`src/include/acm_pkg.sv`:
```
// package for the analog compare and trigger control block
// assumes one 40 MHz clock and a plain strobe register port
package acm_pkg;

  // ***************************************************************
  // register offsets
  // ***************************************************************
  localparam logic [2:0] ACM_OFF_DIS0  = 3'h0;
  localparam logic [2:0] ACM_OFF_DIS1  = 3'h1;
  localparam logic [2:0] ACM_OFF_MISC  = 3'h2;
  localparam logic [2:0] ACM_OFF_AUX   = 3'h3;
  localparam logic [2:0] ACM_OFF_CSR   = 3'h4;
  localparam logic [2:0] ACM_OFF_CONV  = 3'h5;

  // ***************************************************************
  // field positions and masks
  // ***************************************************************
  localparam int AUX_BIPOLAR   = 7;
  localparam int AUX_MUX_EN    = 6;
  localparam int AUX_LVL_HI    = 5;
  localparam int AUX_LVL_LO    = 4;
  localparam logic [7:0] AUX_WR_MASK  = 8'h77;
  localparam logic [7:0] DIS1_WR_MASK = 8'h70;
  localparam logic [7:0] MISC_WR_MASK = 8'h06;
  localparam int MISC_EXT_REF  = 2;
  localparam int MISC_INT_OUT  = 1;
  localparam int CSR_DISABLE   = 7;
  localparam int CSR_INT_REF   = 6;
  localparam int CSR_OUT       = 5;
  localparam int CSR_FLAG      = 4;
  localparam int CSR_IRQ_EN    = 3;
  localparam int CSR_CAPTURE   = 2;
  localparam logic [7:0] CSR_WR_MASK  = 8'hCF;
  localparam int CONV_ENABLE   = 0;
  localparam int CONV_AUTO     = 1;
  localparam logic [7:0] RESET_BYTE   = 8'h00;
  localparam logic [3:0] MUX_MAX_PIN  = 4'hA;
  localparam logic [1:0] REF_SRC_INT  = 2'h3;

  // ***************************************************************
  // encodings
  // ***************************************************************
  typedef enum logic [2:0] {
    TRG_FREE    = 3'h0,
    TRG_COMP    = 3'h1,
    TRG_EXT0    = 3'h2,
    TRG_CMPA    = 3'h3,
    TRG_OVF     = 3'h4,
    TRG_CMPB    = 3'h5,
    TRG_CAPT    = 3'h6,
    TRG_WDOG    = 3'h7
  } acm_trig_t;

  typedef enum logic [1:0] {
    IRQ_TOGGLE  = 2'h0,
    IRQ_RSVD    = 2'h1,
    IRQ_FALL    = 2'h2,
    IRQ_RISE    = 2'h3
  } acm_irq_mode_t;

  typedef enum logic [2:0] {
    ST_OFF      = 3'h1,
    ST_SINGLE   = 3'h2,
    ST_AUTO     = 3'h4
  } acm_state_t;

  // analog steering to the comparator and converter
  typedef struct packed {
    logic       pos_from_mux;
    logic [3:0] pos_channel;
    logic       neg_from_ref;
    logic [1:0] ref_level;
    logic       ext_ref_in;
    logic       int_ref_out;
    logic       comp_power_off;
    logic       bipolar;
  } acm_analog_t;

endpackage

```
`src/acm_ctrl.sv`:
```
// control logic around converter triggering and the analog comparator
// assumes synchronous inputs except comp_raw_i, one clock, sync reset
//
// What this block does
// RULE1: bipolar bit picks two-sided signed conversion
// RULE2: software writes zero to aux bit 3
// RULE3: trigger select ignored unless auto trigger set
// RULE4: rising selected flag starts a conversion
// RULE5: switching to set source gives trigger edge
// RULE6: switching to free running never triggers
// RULE7: trigger source encoding of eight sources
// RULE8: low disable bits kill pins 7 to 0
// RULE9: high disable bits kill pins 10 to 8
// RULE10: software writes zeros to reserved disable bits
// RULE11: misc bit 2 selects external reference pin
// RULE12: misc bit 1 drives internal reference out
// RULE13: comparator output high when positive is higher
// RULE14: mux enable with converter off picks channel
// RULE15: level bits choose internal reference level
// RULE16: level encoding full, half, quarter, eighth
// RULE17: reference select replaces the negative input
// RULE18: disable bit powers the comparator off
// RULE19: software clears enable before changing disable
// RULE20: comparator output synchronised, one to two cycles
// RULE21: flag set by mode event, cleared by one
// RULE22: mode encoding toggle, reserved, fall, rise
// RULE23: request only while enable bit set
// RULE24: capture link routes comparator to timer capture
// RULE25: request is flag and enable together
module acm_ctrl
  import acm_pkg::*;
(
  input  wire logic        ref_clk_i,
  input  wire logic        srst_i,
  input  wire logic [2:0]  reg_addr_i,
  input  wire logic [7:0]  reg_wdata_i,
  input  wire logic        reg_wr_i,
  input  wire logic        reg_rd_i,
  output logic      [7:0]  reg_rdata_o,
  input  wire logic        comp_raw_i,
  input  wire logic [4:0]  input_channel_sel_i,
  input  wire logic [1:0]  reference_source_sel_i,
  input  wire logic        conv_done_flag_i,
  input  wire logic [7:1]  trig_flags_i,
  input  wire logic        conv_busy_i,
  input  wire logic        irq_ack_i,
  input  wire logic [10:0] pin_in_i,
  output logic [10:0] pin_in_o,
  output logic [10:0] input_buffer_off_o,
  output acm_analog_t analog_o,
  output logic        conv_start_o,
  output logic        capture_in_o,
  output logic        comp_irq_o
);

  // ***************************************************************
  // registers
  // ***************************************************************
  logic [7:0] analog_pin_input_disable_low;
  logic [2:0] analog_pin_input_disable_high;
  logic [7:0] misc_bits;
  logic [7:0] aux_bits;
  logic [7:0] csr_bits;
  logic       converter_enable;
  logic       auto_trigger_enable;
  logic       comp_meta;
  logic       comparator_output;
  logic       comparator_irq_flag;
  logic       trig_level_q;
  logic       comp_event;
  logic       trig_level;
  logic       trig_rise;
  logic       flag_clear;
  acm_state_t state;
  acm_state_t next_state;
  acm_trig_t  trig_sel;
  acm_irq_mode_t irq_mode;

  function automatic logic wr_to(input logic [2:0] off);
    wr_to = reg_wr_i && (reg_addr_i == off);
  endfunction

  assign trig_sel = acm_trig_t'(aux_bits[2:0]);
  assign irq_mode = acm_irq_mode_t'(csr_bits[1:0]);

  // ***************************************************************
  // register writes
  // ***************************************************************
  always_ff @(posedge ref_clk_i) begin
    if (srst_i) begin
      analog_pin_input_disable_low  <= RESET_BYTE;
      analog_pin_input_disable_high <= RESET_BYTE[2:0];
      misc_bits                     <= RESET_BYTE;
      aux_bits                      <= RESET_BYTE;
      csr_bits                      <= RESET_BYTE;
      converter_enable              <= 1'b0;
      auto_trigger_enable           <= 1'b0;
    end else begin
      if (wr_to(ACM_OFF_DIS0)) begin
        analog_pin_input_disable_low <= reg_wdata_i; // [RULE8]
      end
      if (wr_to(ACM_OFF_DIS1)) begin
        analog_pin_input_disable_high <= reg_wdata_i[6:4]; // [RULE9] [RULE10]
      end
      if (wr_to(ACM_OFF_MISC)) begin
        misc_bits <= reg_wdata_i & MISC_WR_MASK;
      end
      if (wr_to(ACM_OFF_AUX)) begin
        // bipolar kept writable, bit 3 forced zero
        aux_bits <= reg_wdata_i & (AUX_WR_MASK | 8'h80); // [RULE2]
      end
      if (wr_to(ACM_OFF_CSR)) begin
        csr_bits <= reg_wdata_i & CSR_WR_MASK;
      end
      if (wr_to(ACM_OFF_CONV)) begin
        converter_enable    <= reg_wdata_i[CONV_ENABLE];
        auto_trigger_enable <= reg_wdata_i[CONV_AUTO];
      end
    end
  end

  // ***************************************************************
  // comparator synchroniser
  // ***************************************************************
  always_ff @(posedge ref_clk_i) begin
    if (srst_i) begin
      comp_meta         <= 1'b0;
      comparator_output <= 1'b0;
    end else begin
      comp_meta         <= comp_raw_i;
      comparator_output <= comp_meta; // [RULE13] [RULE20]
    end
  end

  // ***************************************************************
  // comparator event and flag
  // ***************************************************************
  logic comp_prev;
  always_ff @(posedge ref_clk_i) begin
    if (srst_i) begin
      comp_prev <= 1'b0;
    end else begin
      comp_prev <= comparator_output;
    end
  end

  always_comb begin
    case (irq_mode) // [RULE22]
      IRQ_TOGGLE: comp_event = comparator_output ^ comp_prev;
      IRQ_FALL:   comp_event = comp_prev & ~comparator_output;
      IRQ_RISE:   comp_event = comparator_output & ~comp_prev;
      default:    comp_event = 1'b0;
    endcase
  end

  assign flag_clear = (wr_to(ACM_OFF_CSR) && reg_wdata_i[CSR_FLAG]) || irq_ack_i;

  always_ff @(posedge ref_clk_i) begin
    if (srst_i) begin
      comparator_irq_flag <= 1'b0;
    end else if (comp_event && !csr_bits[CSR_DISABLE]) begin
      comparator_irq_flag <= 1'b1; // [RULE21]
    end else if (flag_clear) begin
      comparator_irq_flag <= 1'b0; // [RULE21]
    end
  end

  // ***************************************************************
  // auto trigger selection and edge
  // ***************************************************************
  always_comb begin
    case (trig_sel) // [RULE7]
      TRG_FREE: trig_level = trig_level_q; // [RULE6]
      TRG_COMP: trig_level = comparator_irq_flag;
      default:  trig_level = trig_flags_i[trig_sel];
    endcase
  end

  always_ff @(posedge ref_clk_i) begin
    if (srst_i) begin
      trig_level_q <= 1'b0;
    end else begin
      trig_level_q <= trig_level;
    end
  end

  // free running restarts on completion flag rising
  logic done_q;
  always_ff @(posedge ref_clk_i) begin
    if (srst_i) begin
      done_q <= 1'b0;
    end else begin
      done_q <= conv_done_flag_i;
    end
  end

  assign trig_rise = (trig_sel == TRG_FREE) ? (conv_done_flag_i & ~done_q)
                                            : (trig_level & ~trig_level_q); // [RULE4] [RULE5]

  // ***************************************************************
  // trigger state machine
  // ***************************************************************
  always_comb begin
    case (state)
      ST_OFF:    next_state = converter_enable ? ST_SINGLE : ST_OFF;
      ST_SINGLE: next_state = !converter_enable ? ST_OFF :
                              auto_trigger_enable ? ST_AUTO : ST_SINGLE;
      ST_AUTO:   next_state = !converter_enable ? ST_OFF :
                              auto_trigger_enable ? ST_AUTO : ST_SINGLE;
      default:   next_state = ST_OFF;
    endcase
  end

  always_ff @(posedge ref_clk_i) begin
    if (srst_i) begin
      state <= ST_OFF;
    end else begin
      state <= next_state;
    end
  end

  always_ff @(posedge ref_clk_i) begin
    if (srst_i) begin
      conv_start_o <= 1'b0;
    end else begin
      // source ignored outside auto state
      conv_start_o <= (state == ST_AUTO) && auto_trigger_enable && converter_enable
                      && trig_rise && !conv_busy_i; // [RULE3] [RULE5]
    end
  end

  // ***************************************************************
  // pins, analog steering, request
  // ***************************************************************
  logic [10:0] disable_all;
  assign disable_all = {analog_pin_input_disable_high, analog_pin_input_disable_low};

  always_ff @(posedge ref_clk_i) begin
    if (srst_i) begin
      pin_in_o           <= 11'h000;
      input_buffer_off_o <= 11'h000;
      analog_o           <= '0;
      capture_in_o       <= 1'b0;
      comp_irq_o         <= 1'b0;
    end else begin
      pin_in_o           <= pin_in_i & ~disable_all; // [RULE8] [RULE9]
      input_buffer_off_o <= disable_all;
      analog_o.pos_from_mux <= aux_bits[AUX_MUX_EN] && !converter_enable
                               && (input_channel_sel_i[3:0] <= MUX_MAX_PIN)
                               && !input_channel_sel_i[4]; // [RULE14]
      analog_o.pos_channel  <= input_channel_sel_i[3:0];
      analog_o.neg_from_ref <= csr_bits[CSR_INT_REF]
                               && (reference_source_sel_i == REF_SRC_INT); // [RULE17]
      analog_o.ref_level    <= {aux_bits[AUX_LVL_HI], aux_bits[AUX_LVL_LO]}; // [RULE15]
      analog_o.ext_ref_in   <= misc_bits[MISC_EXT_REF]; // [RULE11]
      analog_o.int_ref_out  <= misc_bits[MISC_INT_OUT]; // [RULE12]
      analog_o.comp_power_off <= csr_bits[CSR_DISABLE]; // [RULE18]
      analog_o.bipolar      <= aux_bits[AUX_BIPOLAR]; // [RULE1]
      capture_in_o <= csr_bits[CSR_CAPTURE] & comparator_output; // [RULE24]
      comp_irq_o   <= comparator_irq_flag & csr_bits[CSR_IRQ_EN]; // [RULE23] [RULE25]
    end
  end

  // ***************************************************************
  // register reads
  // ***************************************************************
  always_ff @(posedge ref_clk_i) begin
    if (srst_i) begin
      reg_rdata_o <= RESET_BYTE;
    end else if (reg_rd_i) begin
      case (reg_addr_i)
        ACM_OFF_DIS0: reg_rdata_o <= analog_pin_input_disable_low;
        ACM_OFF_DIS1: reg_rdata_o <= {1'b0, analog_pin_input_disable_high, 4'h0};
        ACM_OFF_MISC: reg_rdata_o <= misc_bits;
        ACM_OFF_AUX:  reg_rdata_o <= aux_bits;
        ACM_OFF_CSR:  reg_rdata_o <= {csr_bits[7:6], comparator_output,
                                      comparator_irq_flag, csr_bits[3:0]};
        ACM_OFF_CONV: reg_rdata_o <= {6'h00, auto_trigger_enable, converter_enable};
        default:      reg_rdata_o <= RESET_BYTE;
      endcase
    end else begin
      reg_rdata_o <= RESET_BYTE;
    end
  end

  // ***************************************************************
  // checks
  // ***************************************************************
  a_sync_latency: assert property (@(posedge ref_clk_i) disable iff (srst_i)
    $rose(comp_raw_i) ##1 comp_raw_i |=> comparator_output) // [RULE20]
    else $error("comparator output late");
  a_flag_set: assert property (@(posedge ref_clk_i) disable iff (srst_i)
    comp_event && !csr_bits[CSR_DISABLE] |=> comparator_irq_flag) // [RULE21]
    else $error("flag not set on event");
  a_flag_clear: assert property (@(posedge ref_clk_i) disable iff (srst_i)
    irq_ack_i && !comp_event |=> !comparator_irq_flag) // [RULE21]
    else $error("flag not cleared");
  a_irq_gate: assert property (@(posedge ref_clk_i) disable iff (srst_i)
    comp_irq_o |-> $past(comparator_irq_flag) && $past(csr_bits[CSR_IRQ_EN])) // [RULE23]
    else $error("request without flag and enable");
  a_no_auto_start: assert property (@(posedge ref_clk_i) disable iff (srst_i)
    !auto_trigger_enable |=> !conv_start_o) // [RULE3]
    else $error("start without auto trigger");
  a_free_switch: assert property (@(posedge ref_clk_i) disable iff (srst_i)
    (trig_sel == TRG_FREE) && !(conv_done_flag_i && !done_q) |=> !conv_start_o) // [RULE6]
    else $error("free running switch triggered");
  a_pin_mask: assert property (@(posedge ref_clk_i) disable iff (srst_i)
    disable_all[0] |=> !pin_in_o[0]) // [RULE8]
    else $error("disabled pin reads one");
  a_high_pin_mask: assert property (@(posedge ref_clk_i) disable iff (srst_i)
    disable_all[10] |=> !pin_in_o[10]) // [RULE9]
    else $error("disabled high pin reads one");
  a_capture_off: assert property (@(posedge ref_clk_i) disable iff (srst_i)
    !csr_bits[CSR_CAPTURE] |=> !capture_in_o) // [RULE24]
    else $error("capture linked while off");
  c_auto_start: cover property (@(posedge ref_clk_i) disable iff (srst_i) conv_start_o);
  c_comp_irq: cover property (@(posedge ref_clk_i) disable iff (srst_i) $rose(comp_irq_o));
  c_flag_clear: cover property (@(posedge ref_clk_i) disable iff (srst_i)
    $fell(comparator_irq_flag));

endmodule

```
`config.mk`:
```
export PLATFORM = sky130hd
export DESIGN_NAME = acm_ctrl
export DESIGN_NICKNAME = d
export VERILOG_FILES = /design/src/include/acm_pkg.sv /design/src/acm_ctrl.sv
export SDC_FILE = /design/constraint.sdc
export NUM_CORES = 1
export LEC_CHECK = 0
export BUFFER_PORTS_ARGS = -buffer_cell sky130_fd_sc_hd__buf_4
export CAP_MARGIN = 0
export CELL_PAD_IN_SITES_DETAIL_PLACEMENT = 1
export CELL_PAD_IN_SITES_GLOBAL_PLACEMENT = 2
export CORE_MARGIN = 5
export CORE_UTILIZATION = 31
export DETAILED_ROUTE_END_ITERATION = 7
export PLACE_DENSITY_LB_ADDON = 0.1
export SYNTH_ARGS = -nofsm -noshare
export SYNTH_HDL_FRONTEND = slang
export SYNTH_SLANG_ARGS = --single-unit
```
`constraint.sdc`:
```
create_clock -name ref_clk_i -period 1.7 [get_ports ref_clk_i]
set_input_delay 0.17 -clock ref_clk_i [delete_from_list [all_inputs] [get_ports ref_clk_i]]
set_output_delay 0.17 -clock ref_clk_i [all_outputs]
set_load 0.05 [all_outputs]
```
* Word-level counts from Yosys, hierarchy flattened *
Cells that the tools add are included.

storage, ports and cells
  flip-flop bits (word level) = 82
  latch bits = 0
  memory bits (writable) = 0
  bits in read-only memories = 0
  input port bits = 44
  output and inout bits = 45
  word-level logic and storage cells = 95
  memories = 0

operators by class
  $add $sub $neg = 0
  multipliers = 0
  div/mod/pow operators = 0
  $lt $le $gt $ge = 2
  equal/unequal tests = 12
  shift-type cells = 0
  muxes and demuxes = 12
  bitwise operators = 14
  reduce and logical (&&, ||, !) cells = 27

operators with widths
  kind                                                         number
  one-hot mux 8 bit (6 select lines)                           1
  logical AND 1 bit                                            16
  bitwise AND 11 bit                                           1
  inverter 11 bit                                              1
  equality test 3 x 1 -> 1 bit (second input constant)         3
  equality test 3 x 2 -> 1 bit (second input constant)         3
  equality test 3 bit (second input constant)                  3
  bitwise AND 1 bit                                            6
  equality test 2 bit (second input constant)                  3
  logical NOT 3 bit                                            2
  2-to-1 mux 3 bit                                             2
  one-hot mux 3 bit (2 select lines)                           1
  inverter 1 bit                                               5
  <= comparator 4 bit (second input constant)                  1
  logical NOT 1 bit                                            4
  less-than comparator 3 x 4 -> 1 bit (second input constant)  1
  2-to-1 mux 1 bit                                             4
  OR reduction 2 bit                                           2
  binary-select mux 1 bit (select 3 bit)                       1
  one-hot mux 1 bit (3 select lines)                           1
  logical NOT 2 bit                                            1
  2-to-1 mux 2 bit                                             1
  one-hot mux 1 bit (2 select lines)                           1
  nonzero test 2 bit                                           1
  other kinds (2)                                              2

* Longest topological paths before layout *
Gate-level depths: netlist of the first run.

  depth in word-level cells = 7
  gate-level depth with buffers = 6
  mapped depth without buffers = 6

* Least setup slack after synthesis of the first run *
Ideal clock, no wire load.

  kind = reg-to-reg
  start point = register aux_bits[0]
  end point = register conv_start_o
  setup time = 0.121 ns
  arrival time = 1.276 ns
  data required time = 1.579 ns
  setup slack = 0.304 ns
  cell stages (with the launch flop) = 5
  buffers on the path = 0
  clock period less this slack = 1.396 ns
  cell sequence = dfxtp_1 > mux4_1 > mux2i_1 > o21ai_1 > nor4b_4

on the way
  longest elaborated chain between the ends = 7
  elaborated cells between the ends (all ways) = 9
  classes of those cells = eq/ne: 1; mux: 4; bitwise: 1; reduce/logical: 3

RTL lines
  element                                 RTL line         RTL
  from (decl)                             acm_ctrl.sv:62   logic [7:0] aux_bits;
  from (signal assigned)                  acm_ctrl.sv:110  aux_bits <= reg_wdata_i & (AUX_WR_MASK | 8'h80);
  binary-select mux 1 bit (select 3 bit)  acm_ctrl.sv:175  default: trig_level = trig_flags_i[trig_sel];
  2-to-1 mux 1 bit (not written as such)  acm_ctrl.sv:175
  one-hot mux 1 bit (2 select lines)      acm_ctrl.sv:172  case (trig_sel)
  bitwise AND 1 bit                       acm_ctrl.sv:198  : (trig_level & ~trig_level_q);
  2-to-1 mux 1 bit *                      acm_ctrl.sv:197  assign trig_rise = (trig_sel == TRG_FREE) ? (conv_done_flag_i & ~done_q)
  logical AND 1 bit * (2 in a row)        acm_ctrl.sv:228  && trig_rise && !conv_busy_i;
  to (signal assigned)                    acm_ctrl.sv:227  conv_start_o <= (state == ST_AUTO) && auto_trigger_enable && converter_enable
  to (decl)                               acm_ctrl.sv:51   output logic conv_start_o,

Every way passes the cells marked *; elsewhere a longest branch is shown, timed or not. The select of a mux whose other input is x is not followed.
A chain may end at the register's enable or synchronous reset.

* Final worst setup path of the first run *
Ends and elaborated chain as after synthesis.

==> metrics.json, run 1 <==
{
  "timing": {
    "layout_min_cycle_time_ps": 1443,
    "max-slew-margin-rel_pct": 72.08,
    "worstMarginPinSlew_ps": 417.6,
    "fin_tns_setup_ps": 0,
    "timing_hold_violations_final": 0,
    "achievable-frequency_mhz": 692.8,
    "hold_ws_ps": 48.11,
    "clock-skew-final_ps": 4.507,
    "part_of_the_cycle_the_worst_path_needs_pct": 84.91,
    "number_of_failing_setup_endpoints_in_the_final_timing_report": 0,
    "unrepaired_setup_endpoints_after_global_routing": "false",
    "timing_max_transition_violations_final": 0
  },
  "worst_setup_path": {
    "r2r_cells": 4,
    "timing.critical_path.fanout_max": 2,
    "worstPathBufferInverterCount": 0,
    "setup_slack_reg_to_reg_ps": 260,
    "setup.worst_path.end_class": "flop",
    "cp_slowest_cell": "sky130_fd_sc_hd__mux4_1",
    "critical-path-max-stage-delay_ps": 550,
    "r2r-end": "conv_start_o$_SDFF_PP0_",
    "startpoint_type_of_the_worst_setup_path": "flop",
    "timing.critical_path.arrival_ps": 1670,
    "cp_top_family": "multiplexers",
    "worstPathRequired_ps": 1930,
    "critical_path.reg2reg.startpoint": "aux_bits[0]$_SDFFE_PP0P_",
    "cp_cell_sequence": "mux4_1, mux2i_1, o21ai_1, nor4b_4",
    "critical_path_class": "reg -> reg"
  },
  "grt": {
    "groute.usage.overall_pct": 14.14,
    "gr-usage-met2_pct": 22.74,
    "vias_in_the_first_global_route": 2467,
    "grt_max_degree": 33,
    "top_usage_layer": "met2",
    "grt_util_met1_pct": 18.78,
    "wire_length_of_the_first_global_routing_pass_mm": 12.77,
    "gr-total-overflow": 0,
    "groute.layer.met3.usage_pct": 4.000,
    "grt_antenna_before_repair": 0
  },
  "synthesis": {
    "synth_top_cell_area_share_pct": 54.87,
    "synth_compound_area_share_pct": 6.817,
    "synth_simple_gate_area_share_pct": 22.88,
    "mappedNetlistNets": 332,
    "syn-instance-count": 286,
    "synth_xor_area_share_pct": 0.2928,
    "syn-cell-area_sq_um": 2992,
    "syn-mean-instance-area_sq_um": 10.46,
    "synth.mux.area_fraction_pct": 11.46,
    "synth.lib_cells_used.distinct": 42,
    "synth-seq-area-share_pct": 54.87,
    "synth_adder_area_share_pct": 0.8365,
    "synth_top_family_by_area": "simple AND/OR/NAND/NOR gates",
    "post_synth_main_area_contributors": "sky130_fd_sc_hd__dfxtp_1 (55%), sky130_fd_sc_hd__mux2i_1 (9.7%), sky130_fd_sc_hd__nor2b_1 (5.9%), sky130_fd_sc_hd__nor2_1 (3.5%), sky130_fd_sc_hd__nand2_1 (2.8%)",
    "yosysWarningCount": 0,
    "synth_top_cell_by_area": "sky130_fd_sc_hd__dfxtp_1",
    "synth_seq_cells": 82
  },
  "drt": {
    "routedWlPerCell_um": 15.36,
    "detailedRoute.firstPassIterationCount": 4,
    "via_count": 2313,
    "drt_iter0_drc": 64,
    "ant_nets": 0,
    "postRouteWirelength_mm": 7.893,
    "drt_drc_violations_left": 0,
    "via_density": 4.500
  },
  "power_and_ir_drop": {
    "design_internal_power_mw": 2.896,
    "power.sequential.fraction_pct": 52.2,
    "power.share.switching_pct": 24.09,
    "p_clk_share_pct": 37.4,
    "vdd_drop_max_mv": 0.4219,
    "finalPower_mw": 3.815,
    "p_leak_nw": 1.710,
    "switchingPower_uw": 919.1,
    "power_frac_comb_pct": 10.4,
    "power.density_cell_area_nw_per_um2": 947.2
  },
  "floorplan": {
    "floorplan.initialDensity_pct": 32.07,
    "core_region_area_sq_um": 9328,
    "dieHeight_um": 108.2,
    "floorplan.die_area_sq_um": 11710,
    "die_wd_um": 108.2,
    "ios": 89,
    "rows": 35
  },
  "outcome": {
    "outcome": "complete, no violations"
  },
  "finish": {
    "post_layout_nonfiller_instances": 514,
    "postLayoutCellArea_sq_um": 4028,
    "area.growth.synth_to_final_pct": 34.63,
    "final_nets": 426,
    "antenna_cells": 0,
    "layout-drive-gt1-share_pct": 30.91
  },
  "placement": {
    "portBuffers": 87,
    "placed_area_sq_um": 3810,
    "finalWeightedCongestion": 0.7797,
    "dp_hpwl_mm": 5.831,
    "placed_cells": 496
  },
  "clock_tree": {
    "cts_num_sinks": 82,
    "cts_tree": "built",
    "h_tree_depth": 3,
    "cts_root_buf": "sky130_fd_sc_hd__clkbuf_8",
    "cts_max_path_buffers": 2,
    "clk_pin_slew_worst_paths_ps": 80,
    "cts_buffers": 9,
    "clk-insertion-delay-late_ps": 340,
    "postCtsSetupBuffers": 0
  },
  "min_path": {
    "hold_depth": 2,
    "timing.hold.worst_endpoint": "comp_meta$_SDFF_PP0_",
    "holdCritStartpoint": "comp_raw_i",
    "worstHoldPathType": "in -> reg"
  },
  "run": {
    "timing.max_cap.violations": 0
  }
}
[cells by family (layout without fill, tap and decap cells)]
kind of cell / count (synthesis) / in the layout
and+or+nand+nor: 120 / 120
DFF: 82 / 82
AOI/OAI and AO/OA: 32 / 32
muxes: 31 / 31
buffers and inverters: 18 / 117
adders and majority gates: 2 / 2
xor gates and xnor gates: 1 / 1
[Yosys cell counts, drive strengths merged]
library cell and n:
mux2i 29, nand2 22, nor4bb 1, ha 2, o21bai 1, a2bb2oi 1, clkbuf 6, nor4b 1
a22oi 4, a21o 1, buf 10, nor3b 12, nor3 3, nor4 1, a21oi 15, and3 1
o22a 3, nor2b 28, xor2 1, o2bb2ai 3, dfxtp 82, nor2 29, o21ai 3, or4b 1
and2 3, nand3b 4, inv 2, and4b 1, nand2b 6, nand3 5, or3 1, mux4 2
o211ai 1, or2 1
[worst max path at each step]
stage                             startpoint                       to  cells after the start  slack [ps]
finish              aux_bits[0]$_SDFFE_PP0P_  conv_start_o$_SDFF_PP0_                      4         260
global route        aux_bits[0]$_SDFFE_PP0P_  conv_start_o$_SDFF_PP0_                      4         180
CTS                 aux_bits[0]$_SDFFE_PP0P_  conv_start_o$_SDFF_PP0_                      4         230
floorplan           aux_bits[0]$_SDFFE_PP0P_  conv_start_o$_SDFF_PP0_                      4         300
detailed placement  aux_bits[0]$_SDFFE_PP0P_  conv_start_o$_SDFF_PP0_                      4         250
global placement    aux_bits[0]$_SDFFE_PP0P_  conv_start_o$_SDFF_PP0_                      4         290
[timing repair]
| action | CTS | global route |
|---|---|---|
| hold endpoints to repair | 2 | 0 |
| hold buffers | 2 | 0 |
| resized for setup | 0 | 0 |
[cell usage in the layout (no fill, tap or decap), types with 3 or more instances in the layout]
cell,Yosys,routed
sky130_fd_sc_hd__o2bb2ai_1,3,3
sky130_fd_sc_hd__nand2_1,22,22
sky130_fd_sc_hd__a22oi_1,4,4
sky130_fd_sc_hd__a21oi_1,15,15
sky130_fd_sc_hd__nor2_1,28,28
sky130_fd_sc_hd__nand3_1,4,4
sky130_fd_sc_hd__clkbuf_1,6,3
sky130_fd_sc_hd__o22a_1,3,3
sky130_fd_sc_hd__nor3b_1,11,11
sky130_fd_sc_hd__nand3b_1,4,4
sky130_fd_sc_hd__buf_4,3,97
sky130_fd_sc_hd__nor2b_1,28,28
sky130_fd_sc_hd__clkbuf_8,0,11
sky130_fd_sc_hd__nand2b_1,6,6
sky130_fd_sc_hd__mux2i_1,29,29
sky130_fd_sc_hd__dfxtp_1,82,82
[power groups by stage]
stage                     registers (mW)  logic, mW  clock network (mW)
final                               1.99      0.396                1.43
after global routing                2.00      0.428                1.58
after CTS                           1.99      0.403                1.48
after detailed placement            2.04      0.397                   0
after global placement              2.04      0.394                   0
after floorplan                     2.12      0.139                   0
[final cells by class]
type,count,area [sq um]
Fill cell,1066,5300
Clock inverter,2,35.03
Timing Repair Buffer,99,748.2
Tap cell,129,161.4
Clock buffer,14,162.7
Inverter,2,7.507
Multi-Input combinational cell,186,1271
Sequential cell,82,1642
[routing by layer]
layer	vias to the layer above	routed length, um	part of all wire (%)
li1	1158	-	-
met1	1091	3768	48
met2	58	3629	46
met3	6	429	5.4
met4	0	66	0.84
met5	-	0	0
[flip-flops by register name, indices dropped and copies added (netlist names), 2 cells and up]
name,cells
analog_o,12
reg_rdata_o,8
input_buffer_off_o,11
csr_bits,6
aux_bits,7
analog_pin_input_disable_high,3
state,3
misc_bits,2
pin_in_o,11
analog_pin_input_disable_low,8
[stage by stage]
stage / util, % / worst slack (ps)
after global placement: 40.85 / 287.5
after CTS: 43.18 / 234.9
final: 43.18 / 256.6
after global routing: 43.18 / 175.2
after detailed placement: 40.85 / 252.4
after floorplan: - / 303.5
[worst register-to-register path, delay by kind of cell, from the launching register on]
family / cells / cell delay [ps]
AOI/OAI and AO/OA: 1 / 100
muxes: 2 / 750
and+or+nand+nor: 1 / 130
DFF: 1 / 360
Note: power is estimated with default switching activity, not from simulation.
==> run 2: changes to the inputs <==
--- a/config.mk
+++ b/config.mk
@@ -5,12 +5,13 @@
 export SDC_FILE = /design/constraint.sdc
 export NUM_CORES = 1
 export LEC_CHECK = 0
+export ABC_AREA = 1
 export BUFFER_PORTS_ARGS = -buffer_cell sky130_fd_sc_hd__buf_4
 export CAP_MARGIN = 0
 export CELL_PAD_IN_SITES_DETAIL_PLACEMENT = 1
 export CELL_PAD_IN_SITES_GLOBAL_PLACEMENT = 2
 export CORE_MARGIN = 5
-export CORE_UTILIZATION = 31
+export CORE_UTILIZATION = 26
 export DETAILED_ROUTE_END_ITERATION = 7
 export PLACE_DENSITY_LB_ADDON = 0.1
 export SYNTH_ARGS = -nofsm -noshare
==> constraint.sdc (replaced) <==
create_clock -name ref_clk_i -period 1.2 [get_ports ref_clk_i]
set_input_delay 0.12 -clock ref_clk_i [delete_from_list [all_inputs] [get_ports ref_clk_i]]
set_output_delay 0.12 -clock ref_clk_i [all_outputs]
set_load 0.05 [all_outputs]
==> metrics.json, run 2 <==
{
  "outcome": {
    "outcome": "complete, no violations"
  },
  "finish": {
    "final_cell_mix": "sky130_fd_sc_hd__buf_4 (99), sky130_fd_sc_hd__dfxtp_1 (80), sky130_fd_sc_hd__nor2_1 (50)",
    "max_flop_register": "analog_o",
    "largest_register_ffs": {"value": 12, "change": "unchanged"},
    "top_regs": "analog_o x12, input_buffer_off_o x11, pin_in_o x11",
    "layout-drive-gt1-share": {"value": 27.96, "unit": "%", "change": "-3.0 points"},
    "antenna_cells": {"value": 0, "change": "unchanged"},
    "layout.core_utilization": {"value": 38.10, "unit": "%", "change": "-5.1 points"},
    "layout_commonest_cell": "sky130_fd_sc_hd__buf_4",
    "final_nets": {"value": 507, "change": "+19%"},
    "area.growth.synth_to_final_pct": 43.02
  },
  "worst_setup_path": {
    "worstPathRequired": {"value": 1480, "unit": "ps", "change": "-450 ps"},
    "r2r_cells": {"value": 5, "change": "+1"},
    "critical_path_class": "reg -> reg",
    "setup.worst_path.end_class": "flop",
    "timing.critical_path.fanout_max": {"value": 2, "change": "unchanged"},
    "timing.critical_path.arrival": {"value": 1370, "unit": "ps", "change": "-300 ps"},
    "startpoint_type_of_the_worst_setup_path": "flop"
  },
  "synthesis": {
    "synth_top_cell_by_area": "sky130_fd_sc_hd__dfxtp_1",
    "synth_edf_count": {"value": 0, "change": "unchanged"},
    "synth.mux.area_fraction": {"value": 0, "unit": "%", "change": "-11 points"},
    "synth_seq_cells": {"value": 82, "change": "unchanged"},
    "synth_ff_type": "sky130_fd_sc_hd__dfxtp_1",
    "syn-cell-area": {"value": 2888, "unit": "sq um", "change": "-3.5%"},
    "synth_simple_gate_area_share": {"value": 17.72, "unit": "%", "change": "-5.2 points"},
    "syn-instance-count": {"value": 342, "change": "+20%"},
    "mappedNetlistNets": {"value": 388, "change": "+17%"},
    "post_synth_main_area_contributors": "sky130_fd_sc_hd__dfxtp_1 (57%), sky130_fd_sc_hd__nor2_1 (6.5%), sky130_fd_sc_hd__inv_1 (6.0%), sky130_fd_sc_hd__a21oi_1 (5.7%), sky130_fd_sc_hd__nand2_1 (4.3%)",
    "synth.most_common_cell": "sky130_fd_sc_hd__dfxtp_1",
    "synth-seq-area-share": {"value": 56.85, "unit": "%", "change": "+2.0 points"},
    "synth_compound_area_share": {"value": 15.29, "unit": "%", "change": "+8.5 points"},
    "synth_xor_area_share": {"value": 0, "unit": "%", "change": "-0.29 points"},
    "synth_top_cell_area_share": {"value": 56.85, "unit": "%", "change": "+2.0 points"},
    "netlist_top_cells_count": "sky130_fd_sc_hd__dfxtp_1 (82), sky130_fd_sc_hd__nor2_1 (50), sky130_fd_sc_hd__inv_1 (46)",
    "synth.lib_cells_used.distinct": {"value": 28, "change": "-33%"},
    "yosysWarningCount": {"value": 0, "change": "unchanged"},
    "synth_top_family_by_area": "simple AND/OR/NAND/NOR gates",
    "synth_adder_area_share": {"value": 0.8666, "unit": "%", "change": "+0.030 points"},
    "async_flop_share": {"value": 0, "unit": "%", "change": "unchanged"},
    "syn-mean-instance-area": {"value": 8.444, "unit": "sq um", "change": "-19%"}
  },
  "clock_tree": {
    "clk-insertion-delay-late": {"value": 350, "unit": "ps", "change": "about the same"},
    "postCtsSetupBuffers": {"value": 0, "change": "unchanged"},
    "clk_pin_slew_worst_paths": {"value": 80, "unit": "ps", "change": "about the same"},
    "cts_root_buf": "sky130_fd_sc_hd__clkbuf_8",
    "h_tree_depth": {"value": 3, "change": "unchanged"},
    "cts_buffers": {"value": 9, "change": "unchanged"},
    "cts_max_path_buffers": {"value": 2, "change": "unchanged"},
    "cts_tree": "built",
    "cts_num_sinks": {"value": 82, "change": "unchanged"}
  },
  "power_and_ir_drop": {
    "vdd_drop_max": {"value": 0.4473, "unit": "mV", "change": "+6.0%"},
    "power.share.switching": {"value": 26.24, "unit": "%", "change": "+2.1 points"},
    "finalPower": {"value": 5.351, "unit": "mW", "change": "+40%"},
    "power.density_cell_area": {"value": 1295, "unit": "nW/um^2", "change": "+37%"},
    "design_internal_power": {"value": 3.947, "unit": "mW", "change": "+36%"},
    "switchingPower": {"value": 1.404, "unit": "mW", "change": "+53%"},
    "p_leak": {"value": 1.820, "unit": "nW", "change": "+6.5%"},
    "p_clk_share": {"value": 33.4, "unit": "%", "change": "-4.0 points"},
    "power.sequential.fraction": {"value": 53.1, "unit": "%", "change": "+0.9 points"},
    "power_frac_comb": {"value": 13.5, "unit": "%", "change": "+3.1 points"}
  },
  "floorplan": {
    "floorplan.die_area": {"value": 13310, "unit": "sq um", "change": "+14%"},
    "ios": {"value": 89, "change": "unchanged"},
    "floorplan.initialDensity": {"value": 26.64, "unit": "%", "change": "-5.4 points"},
    "die_wd": {"value": 115.4, "unit": "um", "change": "+6.6%"},
    "core_region_area": {"value": 10840, "unit": "sq um", "change": "+16%"},
    "dieHeight": {"value": 115.4, "unit": "um", "change": "+6.6%"},
    "rows": {"value": 38, "change": "+8.6%"}
  },
  "grt": {
    "grt_antenna_before_repair": {"value": 0, "change": "unchanged"},
    "groute.usage.overall": {"value": 13.55, "unit": "%", "change": "-0.59 points"},
    "wire_length_of_the_first_global_routing_pass": {"value": 13.70, "unit": "mm", "change": "+7.2%"},
    "vias_in_the_first_global_route": {"value": 2726, "change": "+10%"},
    "grt_max_degree": {"value": 32, "change": "-3.0%"},
    "gr-total-overflow": {"value": 0, "change": "unchanged"}
  },
  "run": {
    "timing.max_cap.violations": {"value": 0, "change": "unchanged"}
  },
  "timing": {
    "max-slew-margin-rel": {"value": 78.57, "unit": "%", "change": "+6.5 points"},
    "worstMarginPinSlew": {"value": 320.7, "unit": "ps", "change": "-96.84 ps"},
    "part_of_the_cycle_the_worst_path_needs": {"value": 90.33, "unit": "%", "change": "+5.4 points"},
    "timing_hold_violations_final": {"value": 0, "change": "unchanged"},
    "hold_ws": {"value": 19.16, "unit": "ps", "change": "-28.95 ps"},
    "clock-skew-final": {"value": 6.642, "unit": "ps", "change": "+2.135 ps"},
    "fin_tns_setup": {"value": 0, "unit": "ps", "change": "unchanged"},
    "timing_max_transition_violations_final": {"value": 0, "change": "unchanged"},
    "unrepaired_setup_endpoints_after_global_routing": "false",
    "number_of_failing_setup_endpoints_in_the_final_timing_report": {"value": 0, "change": "unchanged"},
    "layout_min_cycle_time": {"value": 1084, "unit": "ps", "change": "-359.4 ps"},
    "achievable-frequency": {"value": 922.5, "unit": "MHz", "change": "+33%"}
  },
  "placement": {
    "finalWeightedCongestion": {"value": 0.7855, "change": "+0.74%"},
    "portBuffers": {"value": 87, "change": "unchanged"},
    "dp_hpwl": {"value": 6.533, "unit": "mm", "change": "+12%"}
  },
  "drt": {
    "ant_nets": {"value": 0, "change": "unchanged"},
    "drt_iter0_drc": {"value": 46, "change": "-28%"},
    "detailedRoute.firstPassIterationCount": {"value": 4, "change": "unchanged"},
    "via_density": {"value": 4.362, "change": "-3.1%"},
    "routedWlPerCell": {"value": 14.44, "unit": "um", "change": "-6.0%"},
    "via_count": {"value": 2639, "change": "+14%"},
    "postRouteWirelength": {"value": 8.736, "unit": "mm", "change": "+11%"},
    "drt_drc_violations_left": {"value": 0, "change": "unchanged"}
  },
  "min_path": {
    "hold_depth": {"value": 3, "change": "+1"},
    "worstHoldPathType": "in -> reg"
  }
}
## run 2: cell count changes in the layout (fill, tap and decap cells not counted), sizes merged, moves of 6 or more
cell / change
o21ai: +30
nand2b: -6
inv: +47
nor2b: -28
nand3: +12
mux2i: -29
nand2: +15
dlygate4sd3: +17
a21oi: +20
nor3b: -12
o22ai: +12
nor2: +22
## run 2: final timing paths
check | endpoint | start | slack, ps
worst max-delay path | comparator_irq_flag$_SDFFE_PP0P_ | comparator_output$_SDFF_PP0_ | 120
worst min-delay path | analog_o[6]$_SDFF_PP0_ | reference_source_sel_i[0] | 20
worst max register to register | comparator_irq_flag$_SDFFE_PP0P_ | comparator_output$_SDFF_PP0_ | 120
worst min register to register | comparator_output$_SDFF_PP0_ | comp_meta$_SDFF_PP0_ | 400
## run 2: cell families (layout without fill, tap and decap cells)
group | after synthesis | in the layout
and+or+nand+nor | 116 | 116
DFF | 82 | 82
AOI/OAI and AO/OA | 81 | 81
buffers and inverters | 61 | 184
adders and majority gates | 2 | 2
## run 2: cell type report
type	count	area, sq um
Timing Repair Buffer	120	973.4
Tap cell	140	175.2
Inverter	49	188.9
Fill cell	1299	6710
Clock inverter	3	15.01
Multi-Input combinational cell	199	978.4
Sequential cell	82	1644
Clock buffer	12	155.1
## run 2: power by group through the flow
stage | logic [mW] | registers (mW) | clock network, mW
floorplan | 0.228 | 3.05 | 0
global placement | 0.679 | 2.90 | 0
detailed placement | 0.686 | 2.91 | 0
CTS | 0.738 | 2.84 | 1.89
global route | 0.791 | 2.85 | 1.99
finish | 0.724 | 2.84 | 1.79
## run 2: layer usage
metal  GRT usage, %  up-vias  share of wire, %
met3          3.632       12               5.3
met5              0        -                 0
met4          5.243        0               1.7
li1               -     1343                 -
met2          23.03       52                49
met1          16.30     1232                44
## run 2: stage by stage
step / instances / area [sq um] / setup slack, ps
6_report: 605 / 4130 / 116.0
5_1_grt: 605 / 4130 / 17.40
4_1_cts: 606 / 4138 / 32.34
3_5_place_dp: 571 / 3767 / 55.17
3_3_place_gp: 571 / 3767 / 93.75
2_1_floorplan: 342 / 2888 / 148.4
## run 2: what timing repair did
item / in CTS / in global routing
hold buffers: 20 / 0
endpoints found under the hold margin: 19 / 0
setup endpoints to repair: 0 / 4
gates resized for setup: 0 / 3
## run 2: worst max-delay path: stages (launching register included)
cell and delay [ps]:
sky130_fd_sc_hd__dfxtp_2 340, sky130_fd_sc_hd__inv_1 50, sky130_fd_sc_hd__ha_1 290, sky130_fd_sc_hd__o21ai_1 120, sky130_fd_sc_hd__nand3_1 90, sky130_fd_sc_hd__a21oi_1 130
==> run 3: changes to the inputs <==
--- a/config.mk
+++ b/config.mk
@@ -5,13 +5,13 @@
 export SDC_FILE = /design/constraint.sdc
 export NUM_CORES = 1
 export LEC_CHECK = 0
-export ABC_AREA = 1
+export ABC_AREA = 0
 export BUFFER_PORTS_ARGS = -buffer_cell sky130_fd_sc_hd__buf_4
 export CAP_MARGIN = 0
 export CELL_PAD_IN_SITES_DETAIL_PLACEMENT = 1
 export CELL_PAD_IN_SITES_GLOBAL_PLACEMENT = 2
 export CORE_MARGIN = 5
-export CORE_UTILIZATION = 26
+export CORE_UTILIZATION = 28
 export DETAILED_ROUTE_END_ITERATION = 7
 export PLACE_DENSITY_LB_ADDON = 0.1
 export SYNTH_ARGS = -nofsm -noshare
==> metrics.json, run 3 (synthesis gave the netlist of run 1 again) <==
{
  "outcome": {
    "outcome": "finished with violations",
    "violations": "setup timing"
  },
  "worst_setup_path": {
    "setup.worst_path.end_class": "flop",
    "setup.worst_path.start": "aux_bits[0]$_SDFFE_PP0P_",
    "cp_top_family": "multiplexers",
    "worstPathRequired": {"value": 1440, "unit": "ps", "change": "-40 ps"},
    "worstPathBufferInverterCount": {"value": 0, "change": "-1"},
    "timing.critical_path.arrival": {"value": 1610, "unit": "ps", "change": "+240 ps"},
    "critical_path_class": "reg -> reg",
    "critical-path-max-stage-delay": {"value": 500, "unit": "ps", "change": "+160 ps"},
    "cp_slowest_cell": "sky130_fd_sc_hd__mux4_2",
    "startpoint_type_of_the_worst_setup_path": "flop",
    "critical_path.reg2reg.startpoint": "aux_bits[0]$_SDFFE_PP0P_",
    "timing.critical_path.fanout_max": {"value": 2, "change": "unchanged"},
    "cp_cell_sequence": "mux4_2, mux2i_2, o21ai_2, nor4b_4"
  },
  "finish": {
    "antenna_cells": {"value": 0, "change": "unchanged"},
    "layout.core_utilization": {"value": 41.69, "unit": "%", "change": "+3.6 points"},
    "final_cell_mix": "sky130_fd_sc_hd__buf_4 (123), sky130_fd_sc_hd__dfxtp_1 (77), sky130_fd_sc_hd__nor2b_1 (28), sky130_fd_sc_hd__mux2i_1 (28), sky130_fd_sc_hd__nor2_1 (27)",
    "top_regs": "analog_o x12, input_buffer_off_o x11, pin_in_o x11",
    "largest_register_ffs": {"value": 12, "change": "unchanged"},
    "combined_area_of_the_multi_input_logic_cells": {"value": 1300, "unit": "sq um", "change": "+33%"},
    "final_nets": {"value": 457, "change": "-9.9%"},
    "post_layout_nonfiller_instances": {"value": 552, "change": "-8.8%"},
    "layout-drive-gt1-share": {"value": 38.94, "unit": "%", "change": "+11 points"},
    "postLayoutCellArea": {"value": 4323, "unit": "sq um", "change": "+4.7%"},
    "fillerInstances": {"value": 1189, "change": "-8.5%"},
    "layout_commonest_cell": "sky130_fd_sc_hd__buf_4",
    "seq_area": {"value": 1648, "unit": "sq um", "change": "+0.23%"},
    "max_flop_register": "analog_o",
    "area.growth.synth_to_final_pct": 44.50
  },
  "grt": {
    "grt_antenna_before_repair": {"value": 0, "change": "unchanged"},
    "wire_length_of_the_first_global_routing_pass": {"value": 13.38, "unit": "mm", "change": "-2.3%"},
    "vias_in_the_first_global_route": {"value": 2537, "change": "-6.9%"},
    "gr-total-overflow": {"value": 0, "change": "unchanged"},
    "grt_max_degree": {"value": 28, "change": "-13%"},
    "groute.usage.overall": {"value": 13.52, "unit": "%", "change": "-0.022 points"}
  },
  "timing": {
    "max-slew-margin-rel": {"value": 78.08, "unit": "%", "change": "-0.49 points"},
    "achievable-frequency": {"value": 730.5, "unit": "MHz", "change": "-21%"},
    "postLayoutSetupSlackWorst": {"value": -168.9, "unit": "ps", "change": "-284.9 ps"},
    "timing_hold_violations_final": {"value": 0, "change": "unchanged"},
    "part_of_the_cycle_the_worst_path_needs": {"value": 114.1, "unit": "%", "change": "+24 points"},
    "hold_ws": {"value": 17.86, "unit": "ps", "change": "-1.297 ps"},
    "layout_min_cycle_time": {"value": 1369, "unit": "ps", "change": "+284.9 ps"},
    "timing_max_transition_violations_final": {"value": 0, "change": "unchanged"},
    "fin_tns_setup": {"value": -293.9, "unit": "ps", "change": "-293.9 ps"},
    "unrepaired_setup_endpoints_after_global_routing": "true",
    "worstMarginPinSlew": {"value": 324.2, "unit": "ps", "change": "+3.418 ps"},
    "number_of_failing_setup_endpoints_in_the_final_timing_report": {"value": 3, "change": "+3"},
    "clock-skew-final": {"value": 8.272, "unit": "ps", "change": "+1.630 ps"}
  },
  "power_and_ir_drop": {
    "vdd_drop_max": {"value": 0.5711, "unit": "mV", "change": "+28%"},
    "finalPower": {"value": 5.509, "unit": "mW", "change": "+3.0%"},
    "power.density_cell_area": {"value": 1274, "unit": "nW/um^2", "change": "-1.6%"},
    "p_leak": {"value": 1.860, "unit": "nW", "change": "+2.2%"}
  },
  "clock_tree": {
    "h_tree_depth": {"value": 3, "change": "unchanged"},
    "cts_num_sinks": {"value": 82, "change": "unchanged"},
    "clk-insertion-delay-late": {"value": 350, "unit": "ps", "change": "about the same"},
    "cts_max_path_buffers": {"value": 2, "change": "unchanged"},
    "cts_buffers": {"value": 9, "change": "unchanged"},
    "cts_tree": "built",
    "clk_pin_slew_worst_paths": {"value": 80, "unit": "ps", "change": "about the same"},
    "cts_root_buf": "sky130_fd_sc_hd__clkbuf_8"
  },
  "drt": {
    "via_density": {"value": 4.326, "change": "-0.82%"},
    "detailedRoute.firstPassIterationCount": {"value": 4, "change": "unchanged"},
    "ant_nets": {"value": 0, "change": "unchanged"},
    "postRouteWirelength": {"value": 8.519, "unit": "mm", "change": "-2.5%"},
    "drt_drc_violations_left": {"value": 0, "change": "unchanged"},
    "drt_iter0_drc": {"value": 50, "change": "+8.7%"},
    "routedWlPerCell": {"value": 15.43, "unit": "um", "change": "+6.9%"},
    "via_count": {"value": 2388, "change": "-9.5%"}
  },
  "run": {
    "timing.max_cap.violations": {"value": 0, "change": "unchanged"}
  },
  "floorplan": {
    "floorplan.die_area": {"value": 12850, "unit": "sq um", "change": "-3.5%"},
    "ios": {"value": 89, "change": "unchanged"},
    "floorplan.initialDensity": {"value": 28.85, "unit": "%", "change": "+2.2 points"},
    "die_wd": {"value": 113.4, "unit": "um", "change": "-1.8%"},
    "dieHeight": {"value": 113.4, "unit": "um", "change": "-1.8%"},
    "rows": {"value": 37, "change": "-2.6%"},
    "core_region_area": {"value": 10370, "unit": "sq um", "change": "-4.3%"}
  },
  "min_path": {
    "worstHoldPathType": "in -> reg",
    "holdCritStartpoint": "input_channel_sel_i[4]"
  },
  "placement": {
    "portBuffers": {"value": 87, "change": "unchanged"},
    "place_worst_setup_slack": {"value": -149.6, "unit": "ps", "change": "-204.7 ps"},
    "placed_area": {"value": 4014, "unit": "sq um", "change": "+6.5%"},
    "placed_cells": {"value": 527, "change": "-7.7%"},
    "dp_hpwl": {"value": 6.480, "unit": "mm", "change": "-0.80%"},
    "finalWeightedCongestion": {"value": 0.7728, "change": "-1.6%"}
  }
}
==> run 3: changes by cell type in the layout (fill, tap and decap cells not counted), moves of 13 or more <==
| cell | before | now |
|---|---|---|
| sky130_fd_sc_hd__a21oi_1 | 33 | 13 |
| sky130_fd_sc_hd__mux2i_1 | 0 | 28 |
| sky130_fd_sc_hd__nor2b_1 | 0 | 28 |
| sky130_fd_sc_hd__nor2_1 | 50 | 27 |
| sky130_fd_sc_hd__inv_1 | 46 | 1 |
| sky130_fd_sc_hd__buf_4 | 99 | 123 |
| sky130_fd_sc_hd__o21ai_0 | 23 | 2 |
| sky130_fd_sc_hd__nand3_1 | 17 | 4 |
==> run 3: layer usage <==
layer	share of wire, %	vias to the layer above	track usage (%)	wire length (um)
li1	-	1214	-	-
met1	45	1120	16.73	3854
met2	49	48	23.06	4177
met3	4.8	6	3.850	408
met4	0.92	0	3.606	78
met5	0	-	0	0
==> run 3: power by group <==
group	leakage, nW	total, mW	internal, mW	switching (mW)
registers	0.669	2.82	2.79	0.0354
clock network	0.106	2.04	1.02	1.02
logic	1.08	0.645	0.302	0.343
total	1.86	5.51	4.11	1.40
==> run 3: path summary, 6_finish.rpt <==
kind / end / slack (ps) / cells after the start
setup / recovery: conv_start_o$_SDFF_PP0_ / -170 / 4
hold / removal: analog_o[11]$_SDFF_PP0_ / 20 / 3
setup reg to reg: conv_start_o$_SDFF_PP0_ / -170 / 4
hold reg to reg: comparator_output$_SDFF_PP0_ / 450 / 1
==> run 3: worst reg2reg max path, stage by stage, from the launching register on <==
cell	delay [ps]
sky130_fd_sc_hd__dfxtp_2	340
sky130_fd_sc_hd__mux4_2	500
sky130_fd_sc_hd__mux2i_2	210
sky130_fd_sc_hd__o21ai_2	80
sky130_fd_sc_hd__nor4b_4	130
==> run 3: final cells by class <==
| type | count | share of cell area [%] |
|---|---|---|
| Sequential cell | 82 | 38.12 |
| Multi-Input combinational cell | 186 | 30.07 |
| Timing Repair Buffer | 130 | 22.98 |
| Tap cell | 136 | 3.936 |
| Clock buffer | 10 | 3.184 |
| Clock inverter | 6 | 1.534 |
| Inverter | 2 | 0.1737 |
==> run 3: timing repair <==
item / CTS / global route
endpoints found under the setup margin: 2 / 4
hold endpoints to repair: 8 / 0
pin swaps: 4 / 0
resized for setup: 1 / 6
hold buffers: 7 / 0
buffers inserted: 2 / 0
